$ cat src/rsd_map.svh
// register map, field positions, reset values of the receive data core
// assumes inclusion by rsd_core.sv only; rsd_pkg.sv does not include it
`ifndef RSD_MAP_SVH
`define RSD_MAP_SVH
`define RSD_ADDR_FIFO 7'h00
`define RSD_ADDR_PCFG 7'h01
`define RSD_ADDR_PVAL0 7'h02
`define RSD_ADDR_PVAL7 7'h09
`define RSD_ADDR_THR 7'h0a
`define RSD_ADDR_STAT 7'h0b
`define RSD_PCFG_EN 7
`define RSD_PCFG_LEN_MSB 5
`define RSD_PCFG_LEN_LSB 3
`define RSD_PCFG_TOL_MSB 2
`define RSD_PCFG_TOL_LSB 0
`define RSD_STAT_HAS_DATA 0
`define RSD_STAT_FULL 1
`define RSD_STAT_THR 2
`define RSD_STAT_OVR 3
`define RSD_STAT_MATCH 4
`define RSD_PCFG_RST 8'h18
`define RSD_PVAL_RST 8'h01
`define RSD_THR_RST 7'h0f
`define RSD_FIFO_DEPTH 66
`define RSD_PAT_BYTES 8
`endif

$ cat src/rsd_pkg.sv
// types shared by the receive data core
// assumes no include file; uses no rsd_map.svh macros
package rsd_pkg;
   typedef enum logic [1:0] {RSD_SLEEP, RSD_STDBY, RSD_RX} rsd_mode_e;
   typedef enum logic {RSD_SPI_ADDR, RSD_SPI_DATA} rsd_spi_st_e;
   typedef struct packed {
      logic sck;
      logic nss_n;
      logic mosi;
   } rsd_spi_in_s;
   typedef struct packed {
      logic valid;
      logic data;
   } rsd_demod_s;
   typedef struct packed {
      logic pattern_match_flag;
      logic buffer_overrun_flag;
      logic buffer_threshold_flag;
      logic buffer_full_flag;
      logic buffer_has_data_flag;
   } rsd_flags_s;
endpackage : rsd_pkg

$ cat src/rsd_core.sv
// receive data core: spi slave, byte fifo, sync pattern detector
// assumes demod bits and chip_mode come from mclk logic; spi pins async,
// sck high and low phases each last at least 3 mclk cycles
// Functional notes
// - slave only, spi mode 0, full duplex
// - address byte then one or more data bytes
// - burst: register address increments per byte
// - fifo address stays fixed within frame
// - sample mosi rising, drive miso falling
// - miso released while nss high
// - first byte: write bit, 7-bit address
// - data bytes shifted msb first
// - nss rise ends frame, next is address
// - write returns previous register contents
// - 66x8 fifo fed by bit shift register
// - has-data flag tracks fifo while nss high, held during frame
// - full flag high only when completely full
// - overrun drops byte; writing 1 clears flag and fifo
// - level flag trip set by threshold field
// - fifo cleared when entering receive or on overrun clear
// - enabled detector compares bits against pattern
// - first bit vs msb of first byte
// - match cleared leaving receive or emptied
// - pattern length one to eight bytes
// - zero to seven bit errors tolerated
`include "rsd_map.svh"

module rsd_fifo #(
   parameter int unsigned W = 8,
   parameter int unsigned DEPTH = `RSD_FIFO_DEPTH,
   parameter int unsigned CW = $clog2(DEPTH + 1)
) (
   input wire logic mclk,
   input wire logic nrst,
   input wire logic ce,
   input wire logic clr,
   input wire logic in_valid,
   output logic in_ready,
   input wire logic [W-1:0] in_data,
   output logic out_valid,
   input wire logic out_ready,
   output logic [W-1:0] out_data,
   output logic [CW-1:0] count
);
   localparam int PW = $clog2(DEPTH);
   logic [W-1:0] mem [DEPTH];
   logic [PW-1:0] wr_ptr_reg, wr_ptr_next, rd_ptr_reg, rd_ptr_next;
   logic [CW-1:0] cnt_reg, cnt_next;
   logic push, pop;

   if (DEPTH < 2 || W < 1) begin : g_bad
      $error("rsd_fifo: unsupported depth or width");
   end

   function automatic logic [PW-1:0] ptr_inc(input logic [PW-1:0] p);
      ptr_inc = (p == PW'(DEPTH - 1)) ? '0 : PW'(p + 1'b1);
   endfunction : ptr_inc

   assign in_ready = (cnt_reg != CW'(DEPTH));
   assign out_valid = (cnt_reg != '0);
   assign out_data = mem[rd_ptr_reg];
   assign count = cnt_reg;
   assign push = in_valid && in_ready;
   assign pop = out_ready && out_valid;

   always_comb begin
      wr_ptr_next = wr_ptr_reg;
      rd_ptr_next = rd_ptr_reg;
      cnt_next = cnt_reg;
      if (clr) begin
         wr_ptr_next = '0;
         rd_ptr_next = '0;
         cnt_next = '0;
      end else begin
         if (push) wr_ptr_next = ptr_inc(wr_ptr_reg);
         if (pop) rd_ptr_next = ptr_inc(rd_ptr_reg);
         if (push && !pop) cnt_next = CW'(cnt_reg + 1'b1);
         if (pop && !push) cnt_next = CW'(cnt_reg - 1'b1);
      end
   end

   always_ff @(posedge mclk or negedge nrst) begin
      if (!nrst) begin
         wr_ptr_reg <= '0;
         rd_ptr_reg <= '0;
         cnt_reg <= '0;
      end else if (ce) begin
         wr_ptr_reg <= wr_ptr_next;
         rd_ptr_reg <= rd_ptr_next;
         cnt_reg <= cnt_next;
      end
   end

   // storage carries no reset; pointers guard it
   always_ff @(posedge mclk) begin
      if (ce && push && !clr) mem[wr_ptr_reg] <= in_data;
   end
endmodule : rsd_fifo

module rsd_core #(
   parameter int unsigned DEPTH = `RSD_FIFO_DEPTH
) (
   input wire logic mclk,
   input wire logic nrst,
   input wire logic ce,
   input wire rsd_pkg::rsd_spi_in_s spi_in,
   output logic miso,
   output logic miso_oe,
   input wire rsd_pkg::rsd_demod_s demod,
   input wire rsd_pkg::rsd_mode_e chip_mode,
   output rsd_pkg::rsd_flags_s flags
);
   import rsd_pkg::*;
   localparam int CW = $clog2(DEPTH + 1);

   if (DEPTH < 2 || DEPTH > 255) begin : g_bad
      $error("rsd_core: fifo depth out of range");
   end

   // pin synchronisers: stage 1 feeds stage 2 only
   logic [2:0] s1_reg, s2_reg, s3_reg;
   always_ff @(posedge mclk or negedge nrst) begin
      if (!nrst) begin
         s1_reg <= 3'h2;
         s2_reg <= 3'h2;
         s3_reg <= 3'h2;
      end else if (ce) begin
         s1_reg <= spi_in;
         s2_reg <= s1_reg;
         s3_reg <= s2_reg;
      end
   end
   logic sck_rise, sck_fall, nss_hi, mosi_s;
   assign sck_rise = s2_reg[2] && !s3_reg[2];
   assign sck_fall = !s2_reg[2] && s3_reg[2];
   assign nss_hi = s2_reg[1];
   assign mosi_s = s2_reg[0];

   // fifo
   logic fifo_clr, push_v_reg, push_v_next, fifo_ready, fifo_valid, pop;
   logic [7:0] push_d_reg, push_d_next, fifo_data;
   logic [CW-1:0] fifo_cnt;
   rsd_fifo #(.W(8), .DEPTH(DEPTH), .CW(CW)) u_fifo (
      .mclk(mclk),
      .nrst(nrst),
      .ce(ce),
      .clr(fifo_clr),
      .in_valid(push_v_reg),
      .in_ready(fifo_ready),
      .in_data(push_d_reg),
      .out_valid(fifo_valid),
      .out_ready(pop),
      .out_data(fifo_data),
      .count(fifo_cnt)
   );

   // configuration registers
   logic [7:0] pcfg_reg, pcfg_next;
   logic [7:0] pval_reg [`RSD_PAT_BYTES];
   logic [7:0] pval_next [`RSD_PAT_BYTES];
   logic [6:0] thr_reg, thr_next;
   logic wr_en, ovr_clr;
   logic [6:0] wr_addr;
   logic [7:0] wr_data;

   // spi state
   rsd_spi_st_e st_reg, st_next;
   logic [2:0] bcnt_reg, bcnt_next;
   logic [7:0] rx_reg, rx_next, tx_reg, tx_next, rd_data;
   logic [6:0] addr_reg, addr_next;
   logic wnr_reg, wnr_next, reload_reg, reload_next;
   logic txf_reg, txf_next, miso_reg, miso_next, oe_reg, oe_next;
   logic byte_end;

   // detector and flags state
   rsd_mode_e mode_prev_reg;
   logic [63:0] hist_reg, hist_next;
   logic [6:0] hcnt_reg, hcnt_next;
   logic [7:0] sr_reg, sr_next;
   logic [2:0] srcnt_reg, srcnt_next;
   logic match_reg, match_next, ovr_reg, ovr_next, valid_prev_reg;
   logic has_reg, has_next, full_reg, full_next, thr_f_reg, thr_f_next;
   logic enter_rx, leave_rx, hit;

   function automatic logic [6:0] popcnt(input logic [63:0] v);
      popcnt = '0;
      for (int i = 0; i < 64; i++) popcnt = 7'(popcnt + 7'(v[i]));
   endfunction : popcnt

   always_comb begin
      rd_data = 8'h00;
      unique case (addr_reg) inside
         `RSD_ADDR_FIFO: rd_data = fifo_valid ? fifo_data : 8'h00;
         `RSD_ADDR_PCFG: rd_data = pcfg_reg;
         [`RSD_ADDR_PVAL0:`RSD_ADDR_PVAL7]:
            rd_data = pval_reg[3'(addr_reg - `RSD_ADDR_PVAL0)];
         `RSD_ADDR_THR: rd_data = {1'b0, thr_reg};
         `RSD_ADDR_STAT: rd_data = {3'h0, flags};
         default: rd_data = 8'h00;
      endcase
   end

   assign byte_end = !nss_hi && sck_rise && (bcnt_reg == 3'h7);

   always_comb begin
      st_next = st_reg;
      bcnt_next = bcnt_reg;
      rx_next = rx_reg;
      tx_next = tx_reg;
      addr_next = addr_reg;
      wnr_next = wnr_reg;
      reload_next = 1'b0;
      txf_next = txf_reg;
      miso_next = miso_reg;
      oe_next = 1'b0;
      wr_en = 1'b0;
      wr_addr = addr_reg;
      wr_data = {rx_reg[6:0], mosi_s};
      pop = 1'b0;
      if (nss_hi) begin
         st_next = RSD_SPI_ADDR;
         bcnt_next = 3'h0;
         tx_next = 8'h00;
         txf_next = 1'b0;
         miso_next = 1'b0;
      end else begin
         oe_next = 1'b1;
         if (reload_reg) begin
            // previous contents, loaded before the write to this address lands
            tx_next = rd_data;
            txf_next = (addr_reg == `RSD_ADDR_FIFO) && !wnr_reg && fifo_valid;
         end
         if (sck_rise) begin
            rx_next = {rx_reg[6:0], mosi_s};
            bcnt_next = 3'(bcnt_reg + 3'h1);
         end
         if (byte_end) begin
            reload_next = 1'b1;
            if (st_reg == RSD_SPI_ADDR) begin
               wnr_next = rx_reg[6];
               addr_next = {rx_reg[5:0], mosi_s};
               st_next = RSD_SPI_DATA;
            end else begin
               wr_en = wnr_reg;
               if (addr_reg != `RSD_ADDR_FIFO)
                  addr_next = addr_reg + 7'h01;
               else
                  pop = txf_reg;
            end
         end
         if (sck_fall) begin
            miso_next = tx_reg[7];
            tx_next = {tx_reg[6:0], 1'b0};
         end
      end
   end

   always_ff @(posedge mclk or negedge nrst) begin
      if (!nrst) begin
         st_reg <= RSD_SPI_ADDR;
         bcnt_reg <= 3'h0;
         rx_reg <= 8'h00;
         tx_reg <= 8'h00;
         addr_reg <= 7'h00;
         wnr_reg <= 1'b0;
         reload_reg <= 1'b0;
         txf_reg <= 1'b0;
         miso_reg <= 1'b0;
         oe_reg <= 1'b0;
      end else if (ce) begin
         st_reg <= st_next;
         bcnt_reg <= bcnt_next;
         rx_reg <= rx_next;
         tx_reg <= tx_next;
         addr_reg <= addr_next;
         wnr_reg <= wnr_next;
         reload_reg <= reload_next;
         txf_reg <= txf_next;
         miso_reg <= miso_next;
         oe_reg <= oe_next;
      end
   end
   assign miso = miso_reg;
   assign miso_oe = oe_reg;

   // register writes; the fifo address takes no write data
   assign ovr_clr = wr_en && (wr_addr == `RSD_ADDR_STAT) &&
                    wr_data[`RSD_STAT_OVR];
   always_comb begin
      pcfg_next = pcfg_reg;
      pval_next = pval_reg;
      thr_next = thr_reg;
      if (wr_en) begin
         unique case (wr_addr) inside
            `RSD_ADDR_PCFG: pcfg_next = wr_data;
            [`RSD_ADDR_PVAL0:`RSD_ADDR_PVAL7]:
               pval_next[3'(wr_addr - `RSD_ADDR_PVAL0)] = wr_data;
            `RSD_ADDR_THR: thr_next = wr_data[6:0];
            default: ;
         endcase
      end
   end

   always_ff @(posedge mclk or negedge nrst) begin
      if (!nrst) begin
         pcfg_reg <= `RSD_PCFG_RST;
         pval_reg <= '{default: `RSD_PVAL_RST};
         thr_reg <= `RSD_THR_RST;
      end else if (ce) begin
         pcfg_reg <= pcfg_next;
         pval_reg <= pval_next;
         thr_reg <= thr_next;
      end
   end

   // pattern detector and receive shift register
   logic [3:0] plen;
   logic [6:0] pbits;
   logic [63:0] pflat, pmask, ptarget;
   assign plen = 4'(pcfg_reg[`RSD_PCFG_LEN_MSB:`RSD_PCFG_LEN_LSB]) + 4'h1;
   assign pbits = {plen, 3'h0};
   assign pflat = {pval_reg[0], pval_reg[1], pval_reg[2], pval_reg[3],
                   pval_reg[4], pval_reg[5], pval_reg[6], pval_reg[7]};
   // byte 0 msb lines up with the oldest compared bit
   assign ptarget = pflat >> (7'd64 - pbits);
   assign pmask = ~(64'hffff_ffff_ffff_ffff << pbits);
   assign enter_rx = (chip_mode == RSD_RX) && (mode_prev_reg != RSD_RX);
   assign leave_rx = (chip_mode != RSD_RX) && (mode_prev_reg == RSD_RX);
   assign fifo_clr = enter_rx || ovr_clr;

   always_comb begin
      hist_next = hist_reg;
      hcnt_next = hcnt_reg;
      sr_next = sr_reg;
      srcnt_next = srcnt_reg;
      push_v_next = 1'b0;
      push_d_next = push_d_reg;
      match_next = match_reg;
      ovr_next = ovr_reg;
      hit = 1'b0;
      if (leave_rx || (valid_prev_reg && !fifo_valid))
         match_next = 1'b0;
      if (ovr_clr) ovr_next = 1'b0;
      if (enter_rx) begin
         hcnt_next = 7'h00;
         srcnt_next = 3'h0;
      end
      if (demod.valid && chip_mode == RSD_RX) begin
         hist_next = {hist_reg[62:0], demod.data};
         if (hcnt_reg != 7'd64) hcnt_next = 7'(hcnt_reg + 7'h01);
         hit = pcfg_reg[`RSD_PCFG_EN] && (hcnt_next >= pbits) &&
               (popcnt((hist_next ^ ptarget) & pmask) <=
                7'(pcfg_reg[`RSD_PCFG_TOL_MSB:`RSD_PCFG_TOL_LSB]));
         if (pcfg_reg[`RSD_PCFG_EN] && !match_reg) begin
            srcnt_next = 3'h0;
            if (hit) match_next = 1'b1;
         end else begin
            sr_next = {sr_reg[6:0], demod.data};
            srcnt_next = 3'(srcnt_reg + 3'h1);
            if (srcnt_reg == 3'h7) begin
               push_v_next = 1'b1;
               push_d_next = {sr_reg[6:0], demod.data};
            end
         end
      end
      // a drop in the same cycle as the clear does not flag
      if (push_v_reg && !fifo_ready && !fifo_clr) ovr_next = 1'b1;
   end

   always_ff @(posedge mclk or negedge nrst) begin
      if (!nrst) begin
         mode_prev_reg <= RSD_SLEEP;
         hist_reg <= '0;
         hcnt_reg <= 7'h00;
         sr_reg <= 8'h00;
         srcnt_reg <= 3'h0;
         push_v_reg <= 1'b0;
         push_d_reg <= 8'h00;
         match_reg <= 1'b0;
         ovr_reg <= 1'b0;
         valid_prev_reg <= 1'b0;
      end else if (ce) begin
         mode_prev_reg <= chip_mode;
         hist_reg <= hist_next;
         hcnt_reg <= hcnt_next;
         sr_reg <= sr_next;
         srcnt_reg <= srcnt_next;
         push_v_reg <= push_v_next;
         push_d_reg <= push_d_next;
         match_reg <= match_next;
         ovr_reg <= ovr_next;
         valid_prev_reg <= fifo_valid;
      end
   end

   // status flags; has-data frozen while a frame runs
   always_comb begin
      has_next = has_reg;
      if (nss_hi) has_next = fifo_valid;
      full_next = (fifo_cnt == CW'(DEPTH));
      thr_f_next = (fifo_cnt > CW'(thr_reg));
   end

   always_ff @(posedge mclk or negedge nrst) begin
      if (!nrst) begin
         has_reg <= 1'b0;
         full_reg <= 1'b0;
         thr_f_reg <= 1'b0;
      end else if (ce) begin
         has_reg <= has_next;
         full_reg <= full_next;
         thr_f_reg <= thr_f_next;
      end
   end

   assign flags.buffer_has_data_flag = has_reg;
   assign flags.buffer_full_flag = full_reg;
   assign flags.buffer_threshold_flag = thr_f_reg;
   assign flags.buffer_overrun_flag = ovr_reg;
   assign flags.pattern_match_flag = match_reg;
endmodule : rsd_core

$ cat config.mk
export PLATFORM = sky130hd
export DESIGN_NAME = rsd_core
export DESIGN_NICKNAME = d
export VERILOG_FILES = /design/src/rsd_pkg.sv /design/src/rsd_core.sv
export VERILOG_INCLUDE_DIRS = /design/src /design/src/src
export SDC_FILE = /design/constraint.sdc
export NUM_CORES = 1
export LEC_CHECK = 0
export BUFFER_PORTS_ARGS = -buffer_cell sky130_fd_sc_hd__buf_2
export CAP_MARGIN = 20
export CORE_UTILIZATION = 40
export DETAILED_ROUTE_END_ITERATION = 16
export PLACE_DENSITY = 0.64
export SLEW_MARGIN = 20
export SYNTH_ARGS = -nofsm -noshare
export SYNTH_HDL_FRONTEND = slang
export SYNTH_SLANG_ARGS = --single-unit
$ cat constraint.sdc
create_clock -name mclk -period 10.4 [get_ports mclk]
set_input_delay 0.52 -clock mclk [delete_from_list [all_inputs] [get_ports mclk]]
set_output_delay 0.52 -clock mclk [all_outputs]
set_load 0.005 [all_outputs]
==> impl_results.html, run 1 <==
<table>
<tr><th>Metric</th><th>Value</th></tr>
<tr><th colspan="2">Clock network</th></tr>
<tr><td>Number of cells upsized or downsized after cts</td><td>0</td></tr>
<tr><td>Max Buffers Root-to-Sink</td><td>3</td></tr>
<tr><td>CTS Sinks</td><td>~760</td></tr>
<tr><td>Reg clk slew, reported paths</td><td>0.06 ns</td></tr>
<tr><td>CTS root buffer</td><td>sky130_fd_sc_hd__clkbuf_16</td></tr>
<tr><td>Number of clock buffers inserted by TritonCTS</td><td>approximately 80</td></tr>
<tr><td>H-tree depth</td><td>3</td></tr>
<tr><td>Hold bufs inserted after CTS</td><td>0</td></tr>
<tr><td>Post-CTS setup repair buffer count</td><td>0</td></tr>
<tr><td>Worst skew pair latency</td><td>between 0.6 and 0.7 ns</td></tr>
<tr><td>CTS tree</td><td>built</td></tr>
<tr><th colspan="2">Timing</th></tr>
<tr><td>Final hold violation count</td><td>23</td></tr>
<tr><td>Final Cycle Share</td><td>0.905</td></tr>
<tr><td>RSZ-0062 raised after global routing</td><td>no</td></tr>
<tr><td>Clock period minus final worst setup slack</td><td>9.41 ns</td></tr>
<tr><td>Worst slew slack as a fraction of its limit</td><td>0.344</td></tr>
<tr><td>Setup skew after layout</td><td>0.0446 ns</td></tr>
<tr><td>Fin. max-slew vios</td><td>0</td></tr>
<tr><td>WHS</td><td>-0.0207 ns</td></tr>
<tr><td>Final setup vio count</td><td>0</td></tr>
<tr><td>Sum of negative setup slack</td><td>0 ns</td></tr>
<tr><td>Tightest Pin Transition</td><td>a little under 1 ns</td></tr>
<tr><td>Achievable Freq</td><td>0.106 GHz</td></tr>
<tr><th colspan="2">Setup path</th></tr>
<tr><td>CP Max Fanout</td><td>20</td></tr>
<tr><td>Type of the worst setup path</td><td>reg2reg</td></tr>
<tr><td>Data arrival time at the worst-slack endpoint</td><td>9.99 ns</td></tr>
<tr><td>Sort of element at the start of the critical path</td><td>register</td></tr>
<tr><td>Dominant delay contributor by cell family on the critical path</td><td>adder cells</td></tr>
<tr><td>Number of buffers and inverters on the critical path</td><td>7</td></tr>
<tr><td>Required time of the critical path</td><td>10.98 ns</td></tr>
<tr><td>Slowest stage cell, crit path</td><td>sky130_fd_sc_hd__dfstp_4</td></tr>
<tr><td>Slowest Stage Delay on Critical Path</td><td>0.74 ns</td></tr>
<tr><td>Crit end category</td><td>register</td></tr>
<tr><td>Crit path top cell by count</td><td>sky130_fd_sc_hd__fa_1</td></tr>
<tr><th colspan="2">Synth</th></tr>
<tr><td>Post-synth EDFFs</td><td>528</td></tr>
<tr><td>Number of library cell types mapped by synthesis</td><td>77</td></tr>
<tr><td>Post-Synthesis Net Count</td><td>about 2700</td></tr>
<tr><td>Leading cell types by total area after synthesis</td><td>sky130_fd_sc_hd__edfxtp_1, sky130_fd_sc_hd__dfrtp_1, sky130_fd_sc_hd__mux4_2, sky130_fd_sc_hd__mux2_2, sky130_fd_sc_hd__nand2_1</td></tr>
<tr><td>Summed instance area of the synthesized netlist</td><td>36200 um^2</td></tr>
<tr><td>Synth Warn #</td><td>0</td></tr>
<tr><td>#FFs+latches synth</td><td>between 700 and 800</td></tr>
<tr><td>Post-synthesis cell type with the largest combined area</td><td>sky130_fd_sc_hd__edfxtp_1</td></tr>
<tr><td>Async set-or-reset flop fraction in the synthesized netlist</td><td>0.308</td></tr>
<tr><td>Ys flop type</td><td>sky130_fd_sc_hd__edfxtp_1</td></tr>
<tr><td>Register area share after synthesis</td><td>0.601</td></tr>
<tr><td>Post-Syn Area per Cell</td><td>14.3 um^2</td></tr>
<tr><td>Number of cells produced by synthesis</td><td>2531</td></tr>
<tr><td>Top cell type's share of synthesized area</td><td>0.438</td></tr>
<tr><th colspan="2">GRT</th></tr>
<tr><td>Vias in the first global route</td><td>around 22000</td></tr>
<tr><td>Initial antenna violation count</td><td>2</td></tr>
<tr><td>Largest net degree at the start of global routing</td><td>roughly 120</td></tr>
<tr><td>First-pass GRT wire length</td><td>approximately 140000 um</td></tr>
<tr><td>Overflow after GRT</td><td>0</td></tr>
<tr><td>Total Routing Usage GR</td><td>0.206</td></tr>
<tr><th colspan="2">Run status</th></tr>
<tr><td>Violated checks</td><td>negative hold slack</td></tr>
<tr><td>Status</td><td>finished with violations</td></tr>
<tr><th colspan="2">Job</th></tr>
<tr><td>Number of max-cap violations</td><td>0</td></tr>
<tr><th colspan="2">Detailed routing</th></tr>
<tr><td>Final WL</td><td>93000 um</td></tr>
<tr><td>ANT nets after route</td><td>0</td></tr>
<tr><td>DRC violation count after routing</td><td>0</td></tr>
<tr><td>Number of vias after detailed routing</td><td>~22000</td></tr>
<tr><td>Total iterations of the first detailed-routing run</td><td>6</td></tr>
<tr><td>Via density per instance</td><td>5.81</td></tr>
<tr><td>WL/cell</td><td>24.8 um</td></tr>
<tr><td>Initial DRC count</td><td>2591</td></tr>
<tr><th colspan="2">Placement</th></tr>
<tr><td>Final HPWL DP</td><td>62100 um</td></tr>
<tr><td>Port Buffers</td><td>16</td></tr>
<tr><td>Final weighted congestion in routability-driven placement</td><td>between 0.9 and 1</td></tr>
<tr><th colspan="2">Finish</th></tr>
<tr><td>Synthesis-to-layout area growth</td><td>10.9%</td></tr>
<tr><td>Fraction of layout instances using a drive strength above 1</td><td>0.196</td></tr>
<tr><td>Number of filler instances in the final layout</td><td>7822</td></tr>
<tr><td>Number of nets in the final layout</td><td>2643</td></tr>
<tr><td>Most frequent cells in the layout</td><td>sky130_fd_sc_hd__edfxtp_1, sky130_fd_sc_hd__nand2_1, sky130_fd_sc_hd__dfrtp_1, sky130_fd_sc_hd__mux4_2, sky130_fd_sc_hd__nor2_1</td></tr>
<tr><td>End-of-flow core utilization</td><td>0.451</td></tr>
<tr><td>Most common cell after layout, fill and taps aside</td><td>sky130_fd_sc_hd__edfxtp_1</td></tr>
<tr><td>Max FFs per register</td><td>528</td></tr>
<tr><th colspan="2">Power and ir drop</th></tr>
<tr><td>Switching share of power</td><td>0.231</td></tr>
<tr><td>Power spent charging and discharging nets</td><td>1.52 mW</td></tr>
<tr><td>Part of the total power dissipated in combinational logic</td><td>0.040</td></tr>
<tr><td>Overall power of the completed layout</td><td>6.57 mW</td></tr>
<tr><td>Total internal power</td><td>5.05 mW</td></tr>
<tr><td>Leakage</td><td>15.5 nW</td></tr>
<tr><td>Pwr dens</td><td>164 nW/um^2</td></tr>
<tr><td>Maximum resistive drop on vdd</td><td>0.144 mV</td></tr>
<tr><td>Sequential group share of total power</td><td>0.514</td></tr>
<tr><td>Share of power burned in the clock network</td><td>0.445</td></tr>
<tr><th colspan="2">Floorplanning</th></tr>
<tr><td>Std-Cell Rows</td><td>109</td></tr>
<tr><td>Placeable Area</td><td>89100 um^2</td></tr>
<tr><td>Die H</td><td>approximately 300 um</td></tr>
<tr><td>Die Footprint</td><td>roughly 92000 um^2</td></tr>
<tr><td>Starting Density</td><td>0.406</td></tr>
<tr><td>Die width</td><td>303 um</td></tr>
<tr><td>I/O Pins</td><td>17</td></tr>
<tr><th colspan="2">Min path</th></tr>
<tr><td>Path category of the worst min-delay check</td><td>in2async</td></tr>
</table>
-- per-stage QoR --
step,cell area [um^2],worst slack (ns),cells,hold slack [ns]
2_1_floorplan,36200,1.66,2531,0.224
3_3_place_gp,37400,1.13,3602,0.482
3_5_place_dp,37400,1.06,3602,0.491
4_1_cts,40100,1.00,3754,0.000238
5_1_grt,40100,0.539,3756,0.0465
6_report,40100,0.985,3756,-0.0207
-- metal layers --
layer	routed length, um	global-route usage	vias up
met5	20	0	-
met4	3290	0.0730	2
met3	5820	0.0308	203
met2	46200	0.349	788
met1	37600	0.271	11300
li1	-	-	9491
-- power groups by stage --
stage	Sequential [mW]	Clock (mW)	Combinational, mW
floorplan	3.37	0	0.204
global placement	3.44	0	0.255
detailed placement	3.44	0	0.267
CTS	3.38	2.97	0.270
global route	3.39	3.09	0.301
finish	3.38	2.92	0.264
-- worst reg2reg max path: cells and delay by family (launching register included) --
family,cells,cell delay (ns)
adder cells (fa/ha/maj),14,6.08
AO/OA/AOI/OAI,4,0.55
flip-flops,1,0.74
AND/OR/NAND/NOR,4,0.73
XOR/XNOR,1,0.17
buffers and inverters,7,1.08
-- cell families (layout without fill, tap and decap cells) --
logic type,Yosys count,count (layout),synth area share
simple gates,695,695,0.0857
buf+inv,235,294,0.0269
flops,763,763,0.601
fa+ha+maj,112,112,0.0501
xor+xnor,64,64,0.0155
other cells,0,1,0
compound gates,307,307,0.0564
mux,355,355,0.164
-- cells in the mapped netlist (12+ instances only) --
cell	n
sky130_fd_sc_hd__o211ai_1	13
sky130_fd_sc_hd__a21oi_1	60
sky130_fd_sc_hd__edfxtp_1	528
sky130_fd_sc_hd__clkbuf_1	87
sky130_fd_sc_hd__mux2_2	107
sky130_fd_sc_hd__buf_1	12
sky130_fd_sc_hd__a221oi_1	15
sky130_fd_sc_hd__dfrtp_1	219
sky130_fd_sc_hd__nor2b_1	17
sky130_fd_sc_hd__buf_2	28
sky130_fd_sc_hd__nand2b_1	13
sky130_fd_sc_hd__xnor2_1	30
sky130_fd_sc_hd__o21ai_0	69
sky130_fd_sc_hd__a22oi_1	40
sky130_fd_sc_hd__a22o_1	16
sky130_fd_sc_hd__nor3_1	42
sky130_fd_sc_hd__mux4_2	181
sky130_fd_sc_hd__and2_1	14
sky130_fd_sc_hd__nand3_1	35
sky130_fd_sc_hd__nand2_1	313
sky130_fd_sc_hd__mux2i_1	67
sky130_fd_sc_hd__and3_1	23
sky130_fd_sc_hd__or3_1	18
sky130_fd_sc_hd__xor2_1	34
sky130_fd_sc_hd__a211oi_1	13
sky130_fd_sc_hd__o22ai_1	14
sky130_fd_sc_hd__fa_1	55
sky130_fd_sc_hd__dfstp_2	16
sky130_fd_sc_hd__ha_1	57
sky130_fd_sc_hd__nor2_1	176
sky130_fd_sc_hd__inv_1	92
-- final timing paths --
check	to	depth (start not counted)	slack, ns	from
min reg2reg	txf_reg$_DFFE_PN0P_	1	0.50	txf_reg$_DFFE_PN0P_
max	match_reg$_DFFE_PN0P_	30	0.99	pcfg_reg[3]$_DFFE_PN1P_
min in group mclk	s1_reg[2]$_DFFE_PN0P_	2	0.10	spi_in[2]
min	rx_reg[4]$_DFFE_PN0P_	1	-0.02	nrst
max in group asynchronous	u_fifo.rd_ptr_reg[1]$_DFFE_PN0P_	2	9.02	nrst
max reg2reg	match_reg$_DFFE_PN0P_	30	0.99	pcfg_reg[3]$_DFFE_PN1P_
-- cell type report --
cell class	count	area (um^2)	area share
multi-input cells	1533	13500	0.336
flip-flops and latches	763	21800	0.543
well taps	1165	1460	0.0363
diodes	1	2.50	0.0000623
clock buffers	101	2190	0.0546
clock inverters	51	524	0.0131
repair buffers	47	320	0.00798
inverters	95	357	0.00888
Note: power is estimated with default switching activity, not from simulation.
==> inputs of run 2 (changes only) <==
- BUFFER_PORTS_ARGS: -buffer_cell sky130_fd_sc_hd__buf_2 -> unset
- DONT_BUFFER_PORTS: unset -> 1
==> impl_results.html, run 2 (synthesis results as in run 1) <==
<table>
<tr><th>Metric</th><th>Value</th></tr>
<tr><th colspan="2">Run status</th></tr>
<tr><td>Status</td><td>finished, final reports clean (was finished with violations)</td></tr>
<tr><th colspan="2">Clock network</th></tr>
<tr><td>Hold bufs inserted after CTS</td><td>6 (was 0)</td></tr>
<tr><td>H-tree depth</td><td>3 (unchanged)</td></tr>
<tr><td>CTS Sinks</td><td>763 (unchanged)</td></tr>
<tr><td>Max Buffers Root-to-Sink</td><td>3 (unchanged)</td></tr>
<tr><td>Worst skew pair latency</td><td>0.67 ns (about the same)</td></tr>
<tr><td>CTS root buffer</td><td>sky130_fd_sc_hd__clkbuf_16 (unchanged)</td></tr>
<tr><td>Number of cells upsized or downsized after cts</td><td>0 (unchanged)</td></tr>
<tr><td>Number of clock buffers inserted by TritonCTS</td><td>81 (unchanged)</td></tr>
<tr><td>Reg clk slew, reported paths</td><td>0.06 ns (about the same)</td></tr>
<tr><td>CTS tree</td><td>built (unchanged)</td></tr>
<tr><td>Post-CTS setup repair buffer count</td><td>0 (unchanged)</td></tr>
<tr><th colspan="2">Floorplanning</th></tr>
<tr><td>Die width</td><td>303 um (unchanged)</td></tr>
<tr><td>Placeable Area</td><td>89100 um^2 (unchanged)</td></tr>
<tr><td>Std-Cell Rows</td><td>109 (unchanged)</td></tr>
<tr><td>Starting Density</td><td>0.406 (unchanged)</td></tr>
<tr><td>Die Footprint</td><td>91700 um^2 (unchanged)</td></tr>
<tr><td>Die H</td><td>303 um (unchanged)</td></tr>
<tr><td>I/O Pins</td><td>17 (unchanged)</td></tr>
<tr><th colspan="2">Detailed routing</th></tr>
<tr><td>Total iterations of the first detailed-routing run</td><td>8 (was 6)</td></tr>
<tr><td>ANT nets after route</td><td>0 (unchanged)</td></tr>
<tr><td>Number of vias after detailed routing</td><td>21800 (about the same)</td></tr>
<tr><td>Via density per instance</td><td>5.84 (was 5.81)</td></tr>
<tr><td>Final WL</td><td>93000 um (about the same)</td></tr>
<tr><td>WL/cell</td><td>24.9 um (was 24.8 um)</td></tr>
<tr><td>DRC violation count after routing</td><td>0 (unchanged)</td></tr>
<tr><td>Initial DRC count</td><td>2567 (was 2591)</td></tr>
<tr><th colspan="2">Setup path</th></tr>
<tr><td>Slowest Stage Delay on Critical Path</td><td>0.74 ns (about the same)</td></tr>
<tr><td>Crit end category</td><td>register (unchanged)</td></tr>
<tr><td>FF-to-FF setup slack</td><td>1.02 ns (was 0.99 ns)</td></tr>
<tr><td>Sort of element at the start of the critical path</td><td>register (unchanged)</td></tr>
<tr><td>Worst r2r path cells</td><td>29 (was 30)</td></tr>
<tr><td>Data arrival time at the worst-slack endpoint</td><td>9.94 ns (was 9.99 ns)</td></tr>
<tr><td>Required time of the critical path</td><td>10.97 ns (was 10.98 ns)</td></tr>
<tr><td>CP Max Fanout</td><td>46 (was 20)</td></tr>
<tr><td>Startpoint of the worst register-to-register path</td><td>pcfg_reg[3]$_DFFE_PN1P_ (unchanged)</td></tr>
<tr><td>Type of the worst setup path</td><td>reg2reg (unchanged)</td></tr>
<tr><td>Reg-to-Reg End</td><td>match_reg$_DFFE_PN0P_ (unchanged)</td></tr>
<tr><td>Slowest stage cell, crit path</td><td>sky130_fd_sc_hd__dfstp_4 (unchanged)</td></tr>
<tr><td>Crit path top cell by count</td><td>sky130_fd_sc_hd__fa_1 (unchanged)</td></tr>
<tr><th colspan="2">Finish</th></tr>
<tr><td>Number of filler instances in the final layout</td><td>7728 (was 7822)</td></tr>
<tr><td>Synthesis-to-layout area growth</td><td>10.5% (was 10.9%)</td></tr>
<tr><td>Most common cell after layout, fill and taps aside</td><td>sky130_fd_sc_hd__edfxtp_1 (unchanged)</td></tr>
<tr><td>Area used by multi-input combinational logic</td><td>13500 um^2 (about the same)</td></tr>
<tr><td>Sequential cell area</td><td>21800 um^2 (about the same)</td></tr>
<tr><td>Antenna diode count</td><td>0 (was 1)</td></tr>
<tr><td>Number of nets in the final layout</td><td>2632 (was 2643)</td></tr>
<tr><td>Max FFs per register</td><td>528 (unchanged)</td></tr>
<tr><td>Fraction of layout instances using a drive strength above 1</td><td>0.185 (was 0.196)</td></tr>
<tr><td>Most frequent cells in the layout</td><td>sky130_fd_sc_hd__edfxtp_1, sky130_fd_sc_hd__nand2_1, sky130_fd_sc_hd__dfrtp_1, sky130_fd_sc_hd__mux4_2, sky130_fd_sc_hd__nor2_1 (unchanged)</td></tr>
<tr><th colspan="2">Timing</th></tr>
<tr><td>Achievable Freq</td><td>0.107 GHz (was 0.106 GHz)</td></tr>
<tr><td>Sum of negative setup slack</td><td>0 ns (unchanged)</td></tr>
<tr><td>RSZ-0062 raised after global routing</td><td>no (unchanged)</td></tr>
<tr><td>Tightest Pin Transition</td><td>1.06 ns (was 0.980 ns)</td></tr>
<tr><td>Clock period minus final worst setup slack</td><td>9.38 ns (was 9.41 ns)</td></tr>
<tr><td>Fin. max-slew vios</td><td>0 (unchanged)</td></tr>
<tr><td>Final hold violation count</td><td>0 (was 23)</td></tr>
<tr><td>Final Cycle Share</td><td>0.902 (was 0.905)</td></tr>
<tr><td>Worst slew slack as a fraction of its limit</td><td>0.287 (was 0.344)</td></tr>
<tr><td>Final setup vio count</td><td>0 (unchanged)</td></tr>
<tr><td>Setup skew after layout</td><td>0.0455 ns (was 0.0446 ns)</td></tr>
<tr><th colspan="2">Min path</th></tr>
<tr><td>Start point of the worst hold path</td><td>chip_mode[0]</td></tr>
<tr><td>Path category of the worst min-delay check</td><td>in2reg (was in2async)</td></tr>
<tr><td>Min-Delay Endpoint</td><td>mode_prev_reg[0]$_DFFE_PN0P_</td></tr>
<tr><td>Cell count of the worst hold path</td><td>1</td></tr>
<tr><th colspan="2">Power and ir drop</th></tr>
<tr><td>Overall power of the completed layout</td><td>6.44 mW (was 6.57 mW)</td></tr>
<tr><td>Pwr dens</td><td>161 nW/um^2 (was 164 nW/um^2)</td></tr>
<tr><td>Maximum resistive drop on vdd</td><td>0.117 mV (was 0.144 mV)</td></tr>
<tr><td>Leakage</td><td>15.4 nW (was 15.5 nW)</td></tr>
<tr><th colspan="2">GRT</th></tr>
<tr><td>Initial antenna violation count</td><td>0 (was 2)</td></tr>
<tr><td>Total Routing Usage GR</td><td>0.206 (about the same)</td></tr>
<tr><td>First-pass GRT wire length</td><td>141000 um (about the same)</td></tr>
<tr><td>Overflow after GRT</td><td>0 (unchanged)</td></tr>
<tr><td>Vias in the first global route</td><td>21800 (was 22200)</td></tr>
<tr><td>Largest net degree at the start of global routing</td><td>236 (was 122)</td></tr>
<tr><th colspan="2">Placement</th></tr>
<tr><td>Final HPWL DP</td><td>62100 um (about the same)</td></tr>
<tr><td>Port Buffers</td><td>0 (was 16)</td></tr>
<tr><td>Final weighted congestion in routability-driven placement</td><td>0.966 (was 0.927)</td></tr>
<tr><th colspan="2">Job</th></tr>
<tr><td>Number of max-cap violations</td><td>0 (unchanged)</td></tr>
</table>
## run 2: layout make-up
| class | count | share of cell area |
|---|---|---|
| Sequential cell | 763 | 0.544 |
| Multi-Input combinational cell | 1533 | 0.337 |
| Clock buffer | 113 | 0.0549 |
| Tap cell | 1165 | 0.0364 |
| Clock inverter | 33 | 0.00985 |
| Inverter | 95 | 0.00891 |
| Timing Repair Buffer | 36 | 0.00813 |
## run 2: worst max-delay path by stage
| stage | start | end | cells past startpoint |
|---|---|---|---|
| 4_1_cts | pcfg_reg[3]$_DFFE_PN1P_ | match_reg$_DFFE_PN0P_ | 29 |
| 5_1_grt | pcfg_reg[3]$_DFFE_PN1P_ | match_reg$_DFFE_PN0P_ | 29 |
| 2_1_floorplan | pcfg_reg[3]$_DFFE_PN1P_ | match_reg$_DFFE_PN0P_ | 32 |
| 3_5_place_dp | pcfg_reg[3]$_DFFE_PN1P_ | match_reg$_DFFE_PN0P_ | 29 |
| 3_3_place_gp | pcfg_reg[3]$_DFFE_PN1P_ | match_reg$_DFFE_PN0P_ | 28 |
| 6_report | pcfg_reg[3]$_DFFE_PN1P_ | match_reg$_DFFE_PN0P_ | 29 |
## run 2: layer usage
layer | routed length (um) | global-route usage | share of wire
met1 | 39000 | 0.282 | 0.42
met2 | 44700 | 0.335 | 0.48
met3 | 6650 | 0.0377 | 0.072
met4 | 2600 | 0.0620 | 0.028
met5 | 0 | 0 | 0
## run 2: per-stage QoR
step                      std cells  instance area, um^2  hold slack, ns  setup WS, ns  utilization
after floorplan                2531                36200           0.224          1.66            -
after global placement         3584                37300           0.230          1.27        0.419
after detailed placement       3584                37300           0.233          1.14        0.419
after CTS                      3736                40000         0.00148          1.10        0.449
after global routing           3738                40000          0.0212         0.585        0.449
final                          3738                40000          0.0400          1.02        0.449
## run 2: worst max-delay path: cells and delay by family, from the launching register on
| family | cells | cell delay [ns] |
|---|---|---|
| compound gates | 5 | 0.94 |
| xor+xnor | 1 | 0.15 |
| fa+ha+maj | 14 | 6.09 |
| buf+inv | 6 | 1.02 |
| flops | 1 | 0.74 |
| simple gates | 3 | 0.34 |
## run 2: power breakdown
group	leakage, nW	switching, mW	internal, mW	total (mW)
clock	1.24	1.23	1.57	2.80
combinational	5.55	0.150	0.110	0.260
sequential	8.57	0.111	3.27	3.38
total	15.4	1.49	4.96	6.44
==> inputs of run 3 (changes only) <==
- CORE_ASPECT_RATIO: unset -> 1.5
- MAX_ROUTING_LAYER: unset -> met4
==> impl_results.html, run 3 (synthesis results as in run 1) <==
<table>
<tr><th>Metric</th><th>Value</th></tr>
<tr><th colspan="2">Timing</th></tr>
<tr><td>Final setup vio count</td><td>0 (unchanged)</td></tr>
<tr><td>Clock period minus final worst setup slack</td><td>9.54 ns (was 9.38 ns)</td></tr>
<tr><td>WHS</td><td>0.0421 ns (was 0.0400 ns)</td></tr>
<tr><td>Tightest Pin Transition</td><td>1.07 ns (was 1.06 ns)</td></tr>
<tr><td>RSZ-0062 raised after global routing</td><td>no (unchanged)</td></tr>
<tr><td>Fin. max-slew vios</td><td>0 (unchanged)</td></tr>
<tr><td>Final hold violation count</td><td>0 (unchanged)</td></tr>
<tr><td>Final Cycle Share</td><td>0.917 (was 0.902)</td></tr>
<tr><td>Setup skew after layout</td><td>0.0525 ns (was 0.0455 ns)</td></tr>
<tr><td>Achievable Freq</td><td>0.105 GHz (was 0.107 GHz)</td></tr>
<tr><td>Worst slew slack as a fraction of its limit</td><td>0.283 (was 0.287)</td></tr>
<tr><td>Sum of negative setup slack</td><td>0 ns (unchanged)</td></tr>
<tr><th colspan="2">Detailed routing</th></tr>
<tr><td>Number of vias after detailed routing</td><td>21600 (was 21800)</td></tr>
<tr><td>ANT nets after route</td><td>0 (unchanged)</td></tr>
<tr><td>Initial DRC count</td><td>1920 (was 2567)</td></tr>
<tr><td>Final WL</td><td>97800 um (was 93000 um)</td></tr>
<tr><td>WL/cell</td><td>26.2 um (was 24.9 um)</td></tr>
<tr><td>Via density per instance</td><td>5.79 (was 5.84)</td></tr>
<tr><td>Total iterations of the first detailed-routing run</td><td>11 (was 8)</td></tr>
<tr><td>DRC violation count after routing</td><td>2 (was 0)</td></tr>
<tr><th colspan="2">Setup path</th></tr>
<tr><td>CP Max Fanout</td><td>29 (was 46)</td></tr>
<tr><td>Sort of element at the start of the critical path</td><td>register (unchanged)</td></tr>
<tr><td>Startpoint of the worst register-to-register path</td><td>pcfg_reg[3]$_DFFE_PN1P_ (unchanged)</td></tr>
<tr><td>Required time of the critical path</td><td>10.98 ns (was 10.97 ns)</td></tr>
<tr><td>Worst r2r path cells</td><td>30 (was 29)</td></tr>
<tr><td>Crit path top cell by count</td><td>sky130_fd_sc_hd__fa_1 (unchanged)</td></tr>
<tr><td>Type of the worst setup path</td><td>reg2reg (unchanged)</td></tr>
<tr><td>Slowest Stage Delay on Critical Path</td><td>0.77 ns (was 0.74 ns)</td></tr>
<tr><td>Crit end category</td><td>register (unchanged)</td></tr>
<tr><td>Data arrival time at the worst-slack endpoint</td><td>10.12 ns (was 9.94 ns)</td></tr>
<tr><td>Reg-to-Reg End</td><td>match_reg$_DFFE_PN0P_ (unchanged)</td></tr>
<tr><td>FF-to-FF setup slack</td><td>0.86 ns (was 1.02 ns)</td></tr>
<tr><td>Slowest stage cell, crit path</td><td>sky130_fd_sc_hd__dfstp_4 (unchanged)</td></tr>
<tr><th colspan="2">Finish</th></tr>
<tr><td>Number of nets in the final layout</td><td>2635 (was 2632)</td></tr>
<tr><td>Most common cell after layout, fill and taps aside</td><td>sky130_fd_sc_hd__edfxtp_1 (unchanged)</td></tr>
<tr><td>Max FFs per register</td><td>528 (unchanged)</td></tr>
<tr><td>Final Instance Area</td><td>40100 um^2 (was 40000 um^2)</td></tr>
<tr><td>Most frequent cells in the layout</td><td>sky130_fd_sc_hd__edfxtp_1, sky130_fd_sc_hd__nand2_1, sky130_fd_sc_hd__dfrtp_1, sky130_fd_sc_hd__mux4_2, sky130_fd_sc_hd__nor2_1 (unchanged)</td></tr>
<tr><td>Synthesis-to-layout area growth</td><td>10.6% (was 10.5%)</td></tr>
<tr><td>End-of-flow core utilization</td><td>0.448 (was 0.449)</td></tr>
<tr><td>Fraction of layout instances using a drive strength above 1</td><td>0.189 (was 0.185)</td></tr>
<tr><th colspan="2">Placement</th></tr>
<tr><td>Final weighted congestion in routability-driven placement</td><td>0.953 (was 0.966)</td></tr>
<tr><td>Area of placed instances</td><td>37300 um^2 (about the same)</td></tr>
<tr><td>Port Buffers</td><td>0 (unchanged)</td></tr>
<tr><td>Final HPWL DP</td><td>67900 um (was 62100 um)</td></tr>
<tr><th colspan="2">Floorplanning</th></tr>
<tr><td>Std-Cell Rows</td><td>134 (was 109)</td></tr>
<tr><td>Die width</td><td>248 um (was 303 um)</td></tr>
<tr><td>Die H</td><td>370 um (was 303 um)</td></tr>
<tr><td>I/O Pins</td><td>17 (unchanged)</td></tr>
<tr><td>Placeable Area</td><td>89400 um^2 (was 89100 um^2)</td></tr>
<tr><td>Starting Density</td><td>0.405 (was 0.406)</td></tr>
<tr><td>Die Footprint</td><td>91700 um^2 (about the same)</td></tr>
<tr><th colspan="2">Power and ir drop</th></tr>
<tr><td>Pwr dens</td><td>161 nW/um^2 (about the same)</td></tr>
<tr><td>Overall power of the completed layout</td><td>6.44 mW (about the same)</td></tr>
<tr><td>Leakage</td><td>15.4 nW (about the same)</td></tr>
<tr><td>Maximum resistive drop on vdd</td><td>0.186 mV (was 0.117 mV)</td></tr>
<tr><th colspan="2">GRT</th></tr>
<tr><td>Global routing met3 resource utilization</td><td>0.0339 (was 0.0377)</td></tr>
<tr><td>Most crowded layer after global routing</td><td>met2 (unchanged)</td></tr>
<tr><td>First-pass GRT wire length</td><td>146000 um (was 141000 um)</td></tr>
<tr><td>Initial antenna violation count</td><td>2 (was 0)</td></tr>
<tr><td>Overflow after GRT</td><td>0 (unchanged)</td></tr>
<tr><td>Total Routing Usage GR</td><td>0.225 (was 0.206)</td></tr>
<tr><td>Met1 global-route usage</td><td>0.233 (was 0.282)</td></tr>
<tr><td>Largest net degree at the start of global routing</td><td>236 (unchanged)</td></tr>
<tr><td>Vias in the first global route</td><td>22700 (was 21800)</td></tr>
<tr><td>Grt met2 use</td><td>0.391 (was 0.335)</td></tr>
<tr><th colspan="2">Clock network</th></tr>
<tr><td>H-tree depth</td><td>3 (unchanged)</td></tr>
<tr><td>Max Buffers Root-to-Sink</td><td>3 (unchanged)</td></tr>
<tr><td>CTS root buffer</td><td>sky130_fd_sc_hd__clkbuf_16 (unchanged)</td></tr>
<tr><td>Number of clock buffers inserted by TritonCTS</td><td>75 (was 81)</td></tr>
<tr><td>Number of cells upsized or downsized after cts</td><td>0 (unchanged)</td></tr>
<tr><td>Reg clk slew, reported paths</td><td>0.06 ns (about the same)</td></tr>
<tr><td>CTS Sinks</td><td>763 (unchanged)</td></tr>
<tr><td>CTS tree</td><td>built (unchanged)</td></tr>
<tr><td>Worst skew pair latency</td><td>0.68 ns (was 0.67 ns)</td></tr>
<tr><th colspan="2">Min path</th></tr>
<tr><td>Min-Delay Endpoint</td><td>s2_reg[2]$_DFFE_PN0P_ (was mode_prev_reg[0]$_DFFE_PN0P_)</td></tr>
<tr><td>Start point of the worst hold path</td><td>ce (was chip_mode[0])</td></tr>
<tr><td>Cell count of the worst hold path</td><td>1 (unchanged)</td></tr>
<tr><td>Path category of the worst min-delay check</td><td>in2reg (unchanged)</td></tr>
<tr><th colspan="2">Job</th></tr>
<tr><td>Number of max-cap violations</td><td>0 (unchanged)</td></tr>
<tr><th colspan="2">Run status</th></tr>
<tr><td>Violated checks</td><td>design-rule violations</td></tr>
<tr><td>Status</td><td>finished with violations (was finished, final reports clean)</td></tr>
</table>
[run 3: changes by cell type in the layout (fill, tap and decap cells not counted), moves of 2 or more]
| cell | change |
|---|---|
| sky130_fd_sc_hd__inv_6 | +2 |
| sky130_fd_sc_hd__clkbuf_1 | -9 |
| sky130_fd_sc_hd__bufinv_16 | +4 |
| sky130_fd_sc_hd__clkinvlp_4 | +3 |
| sky130_fd_sc_hd__buf_4 | +4 |
| sky130_fd_sc_hd__diode_2 | +2 |
| sky130_fd_sc_hd__clkinv_1 | -5 |
| sky130_fd_sc_hd__clkbuf_16 | -5 |
| sky130_fd_sc_hd__clkinv_16 | -2 |
| sky130_fd_sc_hd__clkinv_2 | +2 |
| sky130_fd_sc_hd__dlygate4sd3_1 | +4 |
[run 3: per-layer routing]
| metal | part of all wire | up-vias |
|---|---|---|
| li1 | - | 9459 |
| met1 | 0.34 | 11100 |
| met2 | 0.53 | 742 |
| met3 | 0.050 | 279 |
| met4 | 0.078 | 0 |
| met5 | 0 | - |
[run 3: worst max path at each step]
| stage | startpoint | to | slack [ns] | cells past startpoint |
|---|---|---|---|---|
| floorplan | pcfg_reg[3]$_DFFE_PN1P_ | match_reg$_DFFE_PN0P_ | 1.66 | 32 |
| global placement | pcfg_reg[3]$_DFFE_PN1P_ | match_reg$_DFFE_PN0P_ | 1.12 | 30 |
| detailed placement | pcfg_reg[3]$_DFFE_PN1P_ | match_reg$_DFFE_PN0P_ | 0.92 | 32 |
| CTS | pcfg_reg[3]$_DFFE_PN1P_ | match_reg$_DFFE_PN0P_ | 0.81 | 32 |
| global route | pcfg_reg[3]$_DFFE_PN1P_ | match_reg$_DFFE_PN0P_ | 0.22 | 32 |
| finish | pcfg_reg[3]$_DFFE_PN1P_ | match_reg$_DFFE_PN0P_ | 0.86 | 30 |
[run 3: layout make-up]
cell class                 count  area (um^2)
fill                        7864        49300
sequential                   763        21800
multi-input combinational   1533        13500
clock buffer                  99         2040
tap                         1156         1450
clock inverter                38          503
timing repair buffer          45          415
inverter                      95          357
antenna                        2         5.00
[run 3: per-stage QoR]
step	std cells	setup WS [ns]
global route	3730	0.219
CTS	3727	0.806
finish	3731	0.859
global placement	3580	1.12
detailed placement	3580	0.919
floorplan	2531	1.66
[run 3: critical path, delay by kind of cell (launching register included)]
kind                     cells  cell delay (ns)
XOR/XNOR                     2             0.44
buffers and inverters        7             1.13
flip-flops                   1             0.77
adder cells (fa/ha/maj)     12             5.41
AO/OA/AOI/OAI                4             0.72
AND/OR/NAND/NOR              5             0.97
[run 3: where the power goes]
part           total (mW)  switching [mW]  internal (mW)
registers            3.38           0.105           3.27
logic               0.262           0.151          0.112
clock network        2.80            1.22           1.58
total                6.44            1.48           4.96
[run 3: timing repair]
action	4_1_cts	5_1_grt
buffers inserted	0	0
hold buffers	10	1
endpoints found under the hold margin	248	83
setup endpoints to repair	0	0
